### src/logic/irq_sfr_pkg.sv
// Functional notes
// - global gate at zero masks every interrupt request
// - global gate at one: each source follows its own enable bit
// - t2_irq_en gates one timer 2 request from overflow or external flag
// - uart_irq_en gates one serial request from tx or rx done
// - standard enables gate timer 1, external 1, timer 0, external 0
// - standard level bits 5..0: one is high level, zero low
// - rising edge on radio_match sets match_flag
// - rising edge on radio_rx_ready sets rx_ready_flag
// - spi byte done sets spi_done_flag
// - rising edge on adc_conv_done sets adc_done_flag
// - extended flags never self clear; software writes zero to clear
// - software write of one sets a flag and requests if enabled
// - any wakeup event, gpio or rtc, sets wakeup_flag
// - wakeup request stays while wakeup_flag set; software must clear it
// - software set of wakeup_flag requests when wakeup_irq_en set
// - extended enables: bit 4 wakeup, bits 3..0 match, rx, spi, adc
// - extended level bits: bit 4 wakeup, bits 3..0 match, rx, spi, adc
// - reserved bits reading one: level 7, flags 3, wakeup 6, ext 7..5
// - reserved bits reading zero in enable, level, flag, wakeup registers
// - assigned level beats natural order when selecting
// - same level requests resolve by natural priority
// - a routine is preempted only by a higher level request
//
// constants and carrier types for the interrupt register unit
// assumes an 8-bit special register space driven by the cpu core
`default_nettype none
package irq_sfr_pkg;

  localparam logic [7:0] EXT_FLAGS_ADDR  = 8'h91;
  localparam logic [7:0] STD_EN_ADDR     = 8'ha8;
  localparam logic [7:0] STD_LEVEL_ADDR  = 8'hb8;
  localparam logic [7:0] WAKEUP_ADDR     = 8'hd8;
  localparam logic [7:0] EXT_EN_ADDR     = 8'he8;
  localparam logic [7:0] EXT_LEVEL_ADDR  = 8'hf8;

  localparam int GATE_BIT        = 7;
  localparam int WAKEUP_FLAG_BIT = 3;
  localparam int EXT_FLAGS_LSB   = 4;

  localparam logic [7:0] STD_LEVEL_ONES = 8'h80;
  localparam logic [7:0] EXT_FLAGS_ONES = 8'h08;
  localparam logic [7:0] WAKEUP_ONES    = 8'h40;
  localparam logic [7:0] EXT_EN_ONES    = 8'he0;
  localparam logic [7:0] EXT_LEVEL_ONES = 8'he0;
  localparam logic [7:0] UNMAPPED_DATA  = 8'h00;

  // all writable bits reset to zero
  localparam logic [5:0] STD_RESET = 6'h00;
  localparam logic [4:0] EXT_RESET = 5'h00;

  // sources in natural priority order, index 0 is best
  localparam int NUM_SRC    = 11;
  localparam int SRC_X0     = 0;
  localparam int SRC_T0     = 1;
  localparam int SRC_X1     = 2;
  localparam int SRC_T1     = 3;
  localparam int SRC_UART   = 4;
  localparam int SRC_T2     = 5;
  localparam int SRC_ADC    = 6;
  localparam int SRC_SPI    = 7;
  localparam int SRC_RX     = 8;
  localparam int SRC_MATCH  = 9;
  localparam int SRC_WAKEUP = 10;

  localparam logic [7:0] VECTOR_TABLE [NUM_SRC] = '{
    8'h03, 8'h0b, 8'h13, 8'h1b, 8'h23, 8'h2b,
    8'h43, 8'h4b, 8'h53, 8'h5b, 8'h63
  };

  typedef struct packed {
    logic       valid;
    logic       high;
    logic [3:0] index;
  } irq_sel_t;

  typedef struct packed {
    logic [7:0] addr;
    logic [7:0] wdata;
    logic       wr;
    logic       rd;
  } sfr_req_t;

  typedef struct packed {
    logic       match_prev;
    logic       rx_ready_prev;
    logic       adc_prev;
    logic [3:0] ext_flags;
    logic       wakeup_flag;
    logic       global_irq_gate;
    logic [5:0] std_en;
    logic [5:0] std_level;
    logic [4:0] ext_en;
    logic [4:0] ext_level;
    logic       hi_busy;
    logic       lo_busy;
    irq_sel_t   req;
    logic [7:0] req_vector;
    logic [7:0] rd_data;
  } unit_state_t;

endpackage
`default_nettype wire

### src/logic/interrupt_sfr_unit.sv
// interrupt enable, level and flag registers with request selection
// assumes all inputs synchronous to clk_in; the cpu takes the
// presented request with irq_ack_in and ends a routine with reti_in
`timescale 1ns/1ns
`default_nettype none
module interrupt_sfr_unit (
  input  wire logic       clk_in,
  input  wire logic       reset_in,
  // register port
  input  wire logic [7:0] sfr_addr_in,
  input  wire logic [7:0] sfr_wdata_in,
  input  wire logic       sfr_wr_in,
  input  wire logic       sfr_rd_in,
  output logic      [7:0] sfr_rdata_out,
  // standard sources, already flagged by their own units
  input  wire logic       ext_irq0_req_in,
  input  wire logic       ext_irq1_req_in,
  input  wire logic       t0_overflow_in,
  input  wire logic       t1_overflow_in,
  input  wire logic       t2_overflow_in,
  input  wire logic       t2_external_flag_in,
  input  wire logic       uart_tx_done_in,
  input  wire logic       uart_rx_done_in,
  // extended sources
  input  wire logic       radio_match_in,
  input  wire logic       radio_rx_ready_in,
  input  wire logic       spi_byte_done_in,
  input  wire logic       adc_conv_done_in,
  input  wire logic       wakeup_event_in,
  // cpu side
  input  wire logic       irq_ack_in,
  input  wire logic       reti_in,
  output logic            irq_req_out,
  output logic            irq_high_out,
  output logic      [3:0] irq_index_out,
  output logic      [7:0] irq_vector_out,
  output logic            in_service_high_out,
  output logic            in_service_low_out
);

  irq_sfr_pkg::unit_state_t state_reg;
  irq_sfr_pkg::unit_state_t state_next;
  irq_sfr_pkg::sfr_req_t    bus;
  irq_sfr_pkg::irq_sel_t    sel;

  logic [10:0] raw_req;
  logic [10:0] enable_vec;
  logic [10:0] level_vec;
  logic [10:0] pending;
  logic        hi_busy_next;
  logic        lo_busy_next;
  logic        ack_taken;
  logic [7:0]  read_value;
  logic        wr_ext_flags;
  logic        wr_wakeup;
  logic        match_rise;
  logic        rx_ready_rise;
  logic        adc_rise;

  assign bus.addr  = sfr_addr_in;
  assign bus.wdata = sfr_wdata_in;
  assign bus.wr    = sfr_wr_in;
  assign bus.rd    = sfr_rd_in;

  assign wr_ext_flags = bus.wr && bus.addr == irq_sfr_pkg::EXT_FLAGS_ADDR;
  assign wr_wakeup    = bus.wr && bus.addr == irq_sfr_pkg::WAKEUP_ADDR;

  assign match_rise    = radio_match_in & ~state_reg.match_prev;
  assign rx_ready_rise = radio_rx_ready_in & ~state_reg.rx_ready_prev;
  assign adc_rise      = adc_conv_done_in & ~state_reg.adc_prev;

  // request lines in natural priority order
  always_comb begin
    raw_req = '0;
    raw_req[irq_sfr_pkg::SRC_X0] = ext_irq0_req_in;
    raw_req[irq_sfr_pkg::SRC_T0] = t0_overflow_in;
    raw_req[irq_sfr_pkg::SRC_X1] = ext_irq1_req_in;
    raw_req[irq_sfr_pkg::SRC_T1] = t1_overflow_in;
    // one serial request from either done flag
    raw_req[irq_sfr_pkg::SRC_UART] = uart_tx_done_in | uart_rx_done_in;
    // one timer 2 request from either flag
    raw_req[irq_sfr_pkg::SRC_T2] = t2_overflow_in | t2_external_flag_in;
    // flags set by software request like hardware ones
    raw_req[irq_sfr_pkg::SRC_ADC]   = state_reg.ext_flags[0];
    raw_req[irq_sfr_pkg::SRC_SPI]   = state_reg.ext_flags[1];
    raw_req[irq_sfr_pkg::SRC_RX]    = state_reg.ext_flags[2];
    raw_req[irq_sfr_pkg::SRC_MATCH] = state_reg.ext_flags[3];
    // level request, recurs until the flag is cleared
    // software set wakeup flag requests too
    raw_req[irq_sfr_pkg::SRC_WAKEUP] = state_reg.wakeup_flag;
  end

  // standard register bit 5..0 order is t2, uart, t1, x1, t0, x0
  always_comb begin
    enable_vec = '0;
    enable_vec[irq_sfr_pkg::SRC_X0]   = state_reg.std_en[0];
    enable_vec[irq_sfr_pkg::SRC_T0]   = state_reg.std_en[1];
    enable_vec[irq_sfr_pkg::SRC_X1]   = state_reg.std_en[2];
    enable_vec[irq_sfr_pkg::SRC_T1]   = state_reg.std_en[3];
    enable_vec[irq_sfr_pkg::SRC_UART] = state_reg.std_en[4];
    enable_vec[irq_sfr_pkg::SRC_T2]   = state_reg.std_en[5];
    enable_vec[irq_sfr_pkg::SRC_ADC]    = state_reg.ext_en[0];
    enable_vec[irq_sfr_pkg::SRC_SPI]    = state_reg.ext_en[1];
    enable_vec[irq_sfr_pkg::SRC_RX]     = state_reg.ext_en[2];
    enable_vec[irq_sfr_pkg::SRC_MATCH]  = state_reg.ext_en[3];
    enable_vec[irq_sfr_pkg::SRC_WAKEUP] = state_reg.ext_en[4];
  end

  always_comb begin
    level_vec = '0;
    level_vec[irq_sfr_pkg::SRC_X0]   = state_reg.std_level[0];
    level_vec[irq_sfr_pkg::SRC_T0]   = state_reg.std_level[1];
    level_vec[irq_sfr_pkg::SRC_X1]   = state_reg.std_level[2];
    level_vec[irq_sfr_pkg::SRC_T1]   = state_reg.std_level[3];
    level_vec[irq_sfr_pkg::SRC_UART] = state_reg.std_level[4];
    level_vec[irq_sfr_pkg::SRC_T2]   = state_reg.std_level[5];
    level_vec[irq_sfr_pkg::SRC_ADC]    = state_reg.ext_level[0];
    level_vec[irq_sfr_pkg::SRC_SPI]    = state_reg.ext_level[1];
    level_vec[irq_sfr_pkg::SRC_RX]     = state_reg.ext_level[2];
    level_vec[irq_sfr_pkg::SRC_MATCH]  = state_reg.ext_level[3];
    level_vec[irq_sfr_pkg::SRC_WAKEUP] = state_reg.ext_level[4];
  end

  // gate high leaves only the own enable
  assign pending = state_reg.global_irq_gate ?
                   (raw_req & enable_vec) : 11'h000;

  // in-service levels as they will stand after this edge; feeding the
  // selector with these keeps a just-taken request from showing twice
  assign ack_taken = irq_ack_in && state_reg.req.valid;

  always_comb begin
    hi_busy_next = state_reg.hi_busy;
    lo_busy_next = state_reg.lo_busy;
    if (reti_in) begin
      // the innermost routine returns first
      if (state_reg.hi_busy) begin
        hi_busy_next = 1'b0;
      end else begin
        lo_busy_next = 1'b0;
      end
    end
    // record the level now in service
    if (ack_taken) begin
      if (state_reg.req.high) begin
        hi_busy_next = 1'b1;
      end else begin
        lo_busy_next = 1'b1;
      end
    end
  end

  irq_select u_select (
    .pending_in (pending),
    .level_in   (level_vec),
    .hi_busy_in (hi_busy_next),
    .lo_busy_in (lo_busy_next),
    .sel_out    (sel)
  );

  // read mux; reserved bits are forced here
  always_comb begin
    case (bus.addr)
      irq_sfr_pkg::STD_EN_ADDR: begin
        read_value = {state_reg.global_irq_gate, 1'b0, state_reg.std_en};
      end
      irq_sfr_pkg::STD_LEVEL_ADDR: begin
        read_value = irq_sfr_pkg::STD_LEVEL_ONES |
                     {2'b00, state_reg.std_level};
      end
      irq_sfr_pkg::EXT_FLAGS_ADDR: begin
        read_value = irq_sfr_pkg::EXT_FLAGS_ONES |
                     {state_reg.ext_flags, 4'h0};
      end
      irq_sfr_pkg::WAKEUP_ADDR: begin
        // bit 6 reads one, the unused top bit reads zero
        read_value = irq_sfr_pkg::WAKEUP_ONES |
                     {4'h0, state_reg.wakeup_flag, 3'h0};
      end
      irq_sfr_pkg::EXT_EN_ADDR: begin
        read_value = irq_sfr_pkg::EXT_EN_ONES | {3'h0, state_reg.ext_en};
      end
      irq_sfr_pkg::EXT_LEVEL_ADDR: begin
        read_value = irq_sfr_pkg::EXT_LEVEL_ONES |
                     {3'h0, state_reg.ext_level};
      end
      default: begin
        read_value = irq_sfr_pkg::UNMAPPED_DATA;
      end
    endcase
  end

  always_comb begin
    state_next = state_reg;

    state_next.match_prev    = radio_match_in;
    state_next.rx_ready_prev = radio_rx_ready_in;
    state_next.adc_prev      = adc_conv_done_in;

    // only a software write clears a flag
    if (wr_ext_flags) begin
      state_next.ext_flags = bus.wdata[7:irq_sfr_pkg::EXT_FLAGS_LSB];
    end
    // hardware set wins over a clearing write in the same cycle
    // match flag set
    if (match_rise) begin
      state_next.ext_flags[3] = 1'b1;
    end
    if (rx_ready_rise) begin
      state_next.ext_flags[2] = 1'b1;
    end
    if (spi_byte_done_in) begin
      state_next.ext_flags[1] = 1'b1;
    end
    if (adc_rise) begin
      state_next.ext_flags[0] = 1'b1;
    end

    // software may set or clear the wakeup flag
    if (wr_wakeup) begin
      state_next.wakeup_flag = bus.wdata[irq_sfr_pkg::WAKEUP_FLAG_BIT];
    end
    // any wakeup source sets the flag
    if (wakeup_event_in) begin
      state_next.wakeup_flag = 1'b1;
    end

    if (bus.wr) begin
      case (bus.addr)
        irq_sfr_pkg::STD_EN_ADDR: begin
          state_next.global_irq_gate = bus.wdata[irq_sfr_pkg::GATE_BIT];
          state_next.std_en          = bus.wdata[5:0];
        end
        irq_sfr_pkg::STD_LEVEL_ADDR: begin
          state_next.std_level = bus.wdata[5:0];
        end
        irq_sfr_pkg::EXT_EN_ADDR: begin
          state_next.ext_en = bus.wdata[4:0];
        end
        irq_sfr_pkg::EXT_LEVEL_ADDR: begin
          state_next.ext_level = bus.wdata[4:0];
        end
        default: begin
          state_next.ext_en = state_reg.ext_en;
        end
      endcase
    end

    state_next.hi_busy    = hi_busy_next;
    state_next.lo_busy    = lo_busy_next;
    state_next.req        = sel;
    state_next.req_vector = sel.valid ?
                            irq_sfr_pkg::VECTOR_TABLE[sel.index] : 8'h00;

    state_next.rd_data = bus.rd ? read_value : 8'h00;

    if (reset_in) begin
      state_next                 = '0;
      state_next.std_en          = irq_sfr_pkg::STD_RESET;
      state_next.std_level       = irq_sfr_pkg::STD_RESET;
      state_next.ext_en          = irq_sfr_pkg::EXT_RESET;
      state_next.ext_level       = irq_sfr_pkg::EXT_RESET;
    end
  end

  always_ff @(posedge clk_in) begin
    state_reg <= state_next;
  end

  assign sfr_rdata_out       = state_reg.rd_data;
  assign irq_req_out         = state_reg.req.valid;
  assign irq_high_out        = state_reg.req.high;
  assign irq_index_out       = state_reg.req.index;
  assign irq_vector_out      = state_reg.req_vector;
  assign in_service_high_out = state_reg.hi_busy;
  assign in_service_low_out  = state_reg.lo_busy;

endmodule
`default_nettype wire

### src/logic/irq_select.sv
// picks the request to present to the cpu among pending sources
// assumes pending already gated by enables and the global gate
`timescale 1ns/1ns
`default_nettype none
module irq_select (
  input  wire logic [10:0]          pending_in,
  input  wire logic [10:0]          level_in,
  input  wire logic                 hi_busy_in,
  input  wire logic                 lo_busy_in,
  output irq_sfr_pkg::irq_sel_t     sel_out
);

  logic [10:0] hi_cand;
  logic [10:0] lo_cand;
  logic        hi_found;
  logic        lo_found;
  logic [3:0]  hi_idx;
  logic [3:0]  lo_idx;

  genvar g;
  generate
    for (g = 0; g < irq_sfr_pkg::NUM_SRC; g++) begin : g_cand
      assign hi_cand[g] = pending_in[g] & level_in[g];
      assign lo_cand[g] = pending_in[g] & ~level_in[g];
    end
  endgenerate

  always_comb begin
    hi_found = 1'b0;
    lo_found = 1'b0;
    hi_idx   = 4'h0;
    lo_idx   = 4'h0;
    for (int i = irq_sfr_pkg::NUM_SRC - 1; i >= 0; i--) begin
      if (hi_cand[i]) begin
        hi_found = 1'b1;
        hi_idx   = 4'(i);
      end
      if (lo_cand[i]) begin
        lo_found = 1'b1;
        lo_idx   = 4'(i);
      end
    end
    sel_out = '0;
    if (hi_found && !hi_busy_in) begin
      sel_out.valid = 1'b1;
      sel_out.high  = 1'b1;
      sel_out.index = hi_idx;
    end else if (lo_found && !hi_busy_in && !lo_busy_in) begin
      sel_out.valid = 1'b1;
      sel_out.high  = 1'b0;
      sel_out.index = lo_idx;
    end
  end

endmodule
`default_nettype wire

### config.mk
export PLATFORM = sky130hd
export DESIGN_NAME = interrupt_sfr_unit
export DESIGN_NICKNAME = d
export VERILOG_FILES = /design/src/logic/irq_sfr_pkg.sv /design/src/logic/interrupt_sfr_unit.sv /design/src/logic/irq_select.sv
export SDC_FILE = /design/constraint.sdc
export NUM_CORES = 1
export LEC_CHECK = 0
export BUFFER_PORTS_ARGS = -buffer_cell sky130_fd_sc_hd__buf_2
export CAP_MARGIN = 20
export CORE_ASPECT_RATIO = 0.9
export CORE_UTILIZATION = 54
export CTS_CLUSTER_DIAMETER = 30
export DETAILED_ROUTE_END_ITERATION = 8
export PLACE_DENSITY = 0.85
export SLEW_MARGIN = 20
export SYNTH_ARGS = -nofsm -noshare
export SYNTH_HDL_FRONTEND = slang
export SYNTH_SLANG_ARGS = --single-unit
### constraint.sdc
create_clock -name clk_in -period 2.5 [get_ports clk_in]
set_clock_uncertainty 0.05 [all_clocks]
set_input_delay 0.5 -clock clk_in [delete_from_list [all_inputs] [get_ports clk_in]]
set_output_delay 0.5 -clock clk_in [all_outputs]
set_load 0.02 [all_outputs]
# Word level (Yosys, flattened, before mapping)
# Memory sizes are Yosys's and may differ from the RTL's. A register that Yosys moved wholly into a read port is not among the register bits.
# Index checks and enable logic that the tools add are counted.
[word_totals]
out_inout_bits = 24
input_bits = 35
romBits = 128
elab_cells = 152
n_memories = 1
regBits = 47
[classes]
reduce_logical = 19
n_eq_ne = 6
bitwise = 45
n_mux = 62
[memory_table]
columns = ["name", "words", "width", "rd", "rd_clocked_by_memory_dff", "wr", "line_no", "rtl"]
rows = [
  ["(name not given)", 16, 8, 1, 1, 0, "interrupt_sfr_unit.sv:253", "irq_sfr_pkg::VECTOR_TABLE[sel.index] : 8'h00;"],
]
[op_table]
columns = ["operator", "n"]
rows = [
  ["$mux W4", 23],
  ["$eq A8 B8 Y1 const B", 6],
  ["$pmux W8 S6", 1],
  ["$mux W1", 35],
  ["$and A1 B1 Y1", 25],
  ["$not A1 Y1", 16],
  ["$mux W6", 2],
  ["$and A11 B11 Y11", 1],
  ["$mux W11", 1],
  ["$reduce_bool A2 Y1", 5],
  ["$reduce_and A2 Y1", 4],
  ["$logic_and A1 B1 Y1", 6],
  ["$not A4 Y5", 1],
  ["$reduce_or A2 Y1", 2],
  ["$logic_not A1 Y1", 2],
  ["$or A1 B1 Y1", 2],
]

# Depth between registers and ports, before layout
[logic_depth]
depth_word = 21
depth_mapped = 10

# Modules after synthesis
# A second synthesis with hierarchy kept.
[unflattened]
hier_cells = 289
area_unflattened_um2 = 2726.4
[modules_own_cells]
columns = ["module", "cells_each", "instances", "area_per_inst_um2", "seq_area_each_um2"]
rows = [
  ["interrupt_sfr_unit", 230, 1, 2322.2, 1041.0],
  ["irq_select", 59, 1, 404.1, 0.0],
]

# Least setup slack after synthesis
# No wires, ideal clock.
[synth_timing]
kind = "in2reg"
from = "input port t2_external_flag_in"
to = "register irq_vector_out[4] (netlist name)"
path_stages = 7
slack_ps = 435
t_arrival_ps = 1900
setup_time_ps = 115
cell_sequence = "o211ai_1 -> o22ai_1 -> nor2_1 -> a41oi_1 -> or4_1 -> and3_1 -> o21a_1"
[synth_via]
elab_chain_cells = 16
elab_cells_between_ends = 37
[synth_rtl]
columns = ["item", "line_no", "rtl"]
rows = [
  ["start: declaration", "interrupt_sfr_unit.sv:21", "input wire logic t2_external_flag_in,"],
  ["$or A1 B1 Y1 *", "interrupt_sfr_unit.sv:82", "raw_req[irq_sfr_pkg::SRC_T2] = t2_overflow_in | t2_external_flag_in;"],
  ["$and A11 B11 Y11 *", "interrupt_sfr_unit.sv:126", "(raw_req & enable_vec) : 11'h000;"],
  ["$mux W11 *", "interrupt_sfr_unit.sv:125", "assign pending = state_reg.global_irq_gate ?"],
  ["$and A1 B1 Y1", "irq_select.sv:24", "assign lo_cand[g] = pending_in[g] & ~level_in[g];"],
  ["$mux W1 (6 in series)", "irq_select.sv:38", "if (lo_cand[i]) begin"],
  ["$logic_and A1 B1 Y1 (2 in series)", "irq_select.sv:48", "end else if (lo_found && !hi_busy_in && !lo_busy_in) begin"],
  ["$mux W6", "irq_select.sv:48", ""],
  ["$mux W6 *", "irq_select.sv:44", "if (hi_found && !hi_busy_in) begin"],
  ["$not A1 Y1 (no source line)", "n/a", ""],
  ["$reduce_or A2 Y1 (no source line)", "n/a", ""],
]
# Mark *: on every way between the ends. The rest lies on a longest branch, timed or not.
# A chain may end at the register's enable or synchronous reset.

# Worst setup path after layout
[layout_timing]
from = "register state_reg[46] (netlist name)"
to = "register irq_vector_out[5] (netlist name)"
[layout_via]
elab_chain_cells = 19
elab_cells_between_ends = 75
[layout_rtl]
columns = ["item", "line_no", "rtl"]
rows = [
  ["start: declaration", "interrupt_sfr_unit.sv:41", "irq_sfr_pkg::unit_state_t state_reg;"],
  ["start signal: assignment", "interrupt_sfr_unit.sv:267", "state_reg <= state_next;"],
  ["$mux W11 *", "interrupt_sfr_unit.sv:125", ""],
  ["$and A1 B1 Y1", "irq_select.sv:24", ""],
  ["$mux W1 (11 in series)", "irq_select.sv:38", ""],
  ["$logic_and A1 B1 Y1 (2 in series)", "irq_select.sv:48", ""],
  ["$mux W6", "irq_select.sv:48", ""],
  ["$mux W6 *", "irq_select.sv:44", ""],
  ["$not A1 Y1 (no source line)", "n/a", ""],
  ["$reduce_or A2 Y1 (no source line)", "n/a", ""],
]
# Marked as above.

==> run_results.csv <==
group,metric,value,unit
timing,fin_setup_tns,0,ns
power_and_ir_drop,power,1.43,mW
clock_tree,cts_buffers,5,
critical_path,rr_worst_depth,8,
clock_tree,htree_levels,2,
clock_tree,cts.clk_slew.worst_paths,0.10,ns
placement,gp_congestion,0.977,
finish,mostFrequentLayoutCells,"56 x buf_2, 51 x dfxtp_1, 43 x nor2_1, 37 x mux2i_1, 14 x a21oi_1",
timing,clock.fmax,435,MHz
critical_path,crit_type,"reg2reg",
synth,synthSimpleGateAreaFrac,0.246,
clock_tree,clock-sinks,52,
timing,rsz0062_at_grt,"no",
critical_path,cp.arrival,2.50,ns
drt,wirelength,6240,um
power_and_ir_drop,p_leak,1.41,nW
synth,synthMuxAreaShare,0.151,
power_and_ir_drop,p_per_area,472,nW/um^2
drt,via_count,2321,
timing,slew_viol_final,0,
drt,ant_nets,0,
clock_tree,cts_resized,0,
finish,nNetsFinal,369,
synth,synthAdderAreaFrac,0,
critical_path,r2r-end,"irq_vector_out[5]$_SDFF_PP0_",
floorplan,core_area,4860,sq um
clock_tree,clk_latency,0.31,ns
floorplan,die_area,5380,sq um
synth,synth_cell_type_count,53,
global_route,grt_pass1_wl,10200,um
floorplan,die-height,69.7,um
synth,synthArstFlopShare,0,
clock_tree,clockBufferDepth,2,
finish,fill_cells,418,
drt,drt-initial-drc-count,253,
timing,finalCritPeriodShare,0.919,
finish,antenna_cells,0,
synth,synth_top_family_by_area,"simple AND/OR/NAND/NOR gates",
synth,netlist_instances,297,
placement,numPortBuffers,56,
global_route,grt_max_degree,22,
clock_tree,cts_tree,"built",
finish,multiInputGateArea,1470,sq um
synth,syn-cell-area,2750,sq um
clock_tree,hold_buffers,0,
global_route,grt_pass1_vias,2197,
timing,hold_viol,0,
synth,synthXorXnorAreaFrac,0,
critical_path,required,2.71,ns
critical_path,r2r_slack,0.20,ns
finish,area.sequential,1040,sq um
finish,syn_to_final_growth,10.5,%
drt,wl_per_cell,15.6,um
timing,setup_violations,0,
critical_path,crit_path_end,"irq_vector_out[5]$_SDFF_PP0_",
critical_path,crit_start,"state_reg[46]$_SDFFE_PP0P_",
power_and_ir_drop,ir_worst_vdd,0.237,mV
run_status,status,"completed",
global_route,track_usage,0.244,
floorplan,fp.dieW,77.2,um
timing,fin_crit,2.30,ns
critical_path,start_kind,"flop",
synth,synth_compound_area_frac,0.134,
min_path,whs_path_depth,2,
critical_path,crit-reg2reg-launch,"state_reg[46]$_SDFFE_PP0P_",
global_route,antenna_found_initial,0,
clock_tree,clock-root-buffer,"clkbuf_8",
synth,ys_seq_area_frac,0.379,
synth,synth_seq_cells,52,
placement,hpwl,4760,um
clock_tree,cts_setup_buffers,0,
finish,final_common_cell,"buf_2",
finish,post-route-util,0.624,
critical_path,cp_max_fo,11,
min_path,min_path_type,"in2reg",
synth,synth_warnings,0,
finish,drive_gt1_frac,0.257,
floorplan,start_util,0.565,
synth,synth_area_per_cell,9.25,sq um
drt,first_pass_iters,5,
synth,synth_edf_count,0,
drt,vias_per_cell,5.80,
synth,ys.flop_type,"dfxtp_1",
global_route,grt_overflow,0,
floorplan,io_pins,59,
drt,drcViolationCount,0,
floorplan,core.rowCount,24,
critical_path,critPathCaptureType,"flop",
run,max-cap-violations,0,
## worst max-delay path: stages, from the launching register on
cell and delay (ns):
dfxtp_2 0.45, buf_4 0.20, nand4b_1 0.15, and4_1 0.25, nor4b_2 0.16, nand3b_2 0.28
o32ai_4 0.35, mux2i_1 0.21, and2_1 0.14
## stage by stage
stage	hold WS, ns	std cells	worst slack (ns)	area, sq um
after floorplan	0.409	298	0.435	2750
after global placement	0.420	392	0.193	2940
after detailed placement	0.429	392	0.123	2940
after CTS	0.363	400	0.105	3040
after global routing	0.361	400	0.0811	3040
final	0.361	400	0.201	3040
## layout make-up
| cell class | instances | area share |
|---|---|---|
| Clock buffer | 6 | 0.0272 |
| Clock inverter | 2 | 0.00494 |
| Inverter | 4 | 0.00494 |
| Multi-Input combinational cell | 208 | 0.483 |
| Sequential cell | 52 | 0.343 |
| Tap cell | 65 | 0.0268 |
| Timing Repair Buffer | 63 | 0.110 |
## kinds of logic (layout without fill, tap and decap cells)
group                  count (synthesis)  count (layout)
AO/OA/AOI/OAI                         49              49
buffers and inverters                 38              75
flip-flops                            52              52
multiplexers                          41              41
other                                  1               2
AND/OR/NAND/NOR                      116             116
## report_power, final
part | internal [mW] | switching (mW) | total (mW) | leakage, nW
Combinational | 0.0352 | 0.0462 | 0.0814 | 0.946
Clock | 0.224 | 0.281 | 0.505 | 0.0434
Sequential | 0.837 | 0.00931 | 0.846 | 0.422
## layer usage
metal / vias to the layer above / GRT usage / routed length (um)
li1: 1128 / - / -
met1: 1075 / 0.317 / 2720
met2: 103 / 0.382 / 2850
met3: 15 / 0.0645 / 504
met4: 0 / 0.101 / 168
met5: - / 0 / 0
## worst min path at each step
stage | startpoint | end
after floorplan | raw_req[8]$_SDFFE_PP0P_ | sfr_rdata_out[6]$_SDFF_PP0_
after global placement | state_reg[54]$_SDFF_PP0_ | raw_req[9]$_SDFFE_PP0P_
after detailed placement | state_reg[54]$_SDFF_PP0_ | raw_req[9]$_SDFFE_PP0P_
after CTS | radio_match_in | state_reg[54]$_SDFF_PP0_
after global routing | radio_match_in | state_reg[54]$_SDFF_PP0_
final | radio_match_in | state_reg[54]$_SDFF_PP0_
## synthesized netlist by cell type (2+ instances only)
cell        n  area share
nand4b_1    6       0.019
nor2_1     43       0.059
nand3_1     6       0.011
buf_4      20       0.055
nor4b_1     2      0.0064
nand4_1     8       0.018
o22a_1      3      0.0096
nand4_2     2      0.0091
inv_1       4      0.0055
and4_1      2      0.0064
and2_1      3      0.0068
nor3b_1     3      0.0082
and3_1      5       0.011
o21bai_1    2      0.0055
nand3b_1    2      0.0055
nor2b_1     4      0.0091
dfxtp_1    52        0.38
o211a_1     4       0.015
o21ai_0     8       0.015
mux2i_1    37        0.13
o21a_1      2      0.0055
nand2_1    12       0.016
o211ai_1    2      0.0055
buf_6       3       0.012
a21oi_1    14       0.026
and4b_1     4       0.015
o2111ai_2   2       0.011
mux2_2      4       0.016
clkbuf_1    8       0.011
nand2b_1    6       0.014
buf_2       2      0.0036
No activity file was read; power rests on OpenSTA's default activity.
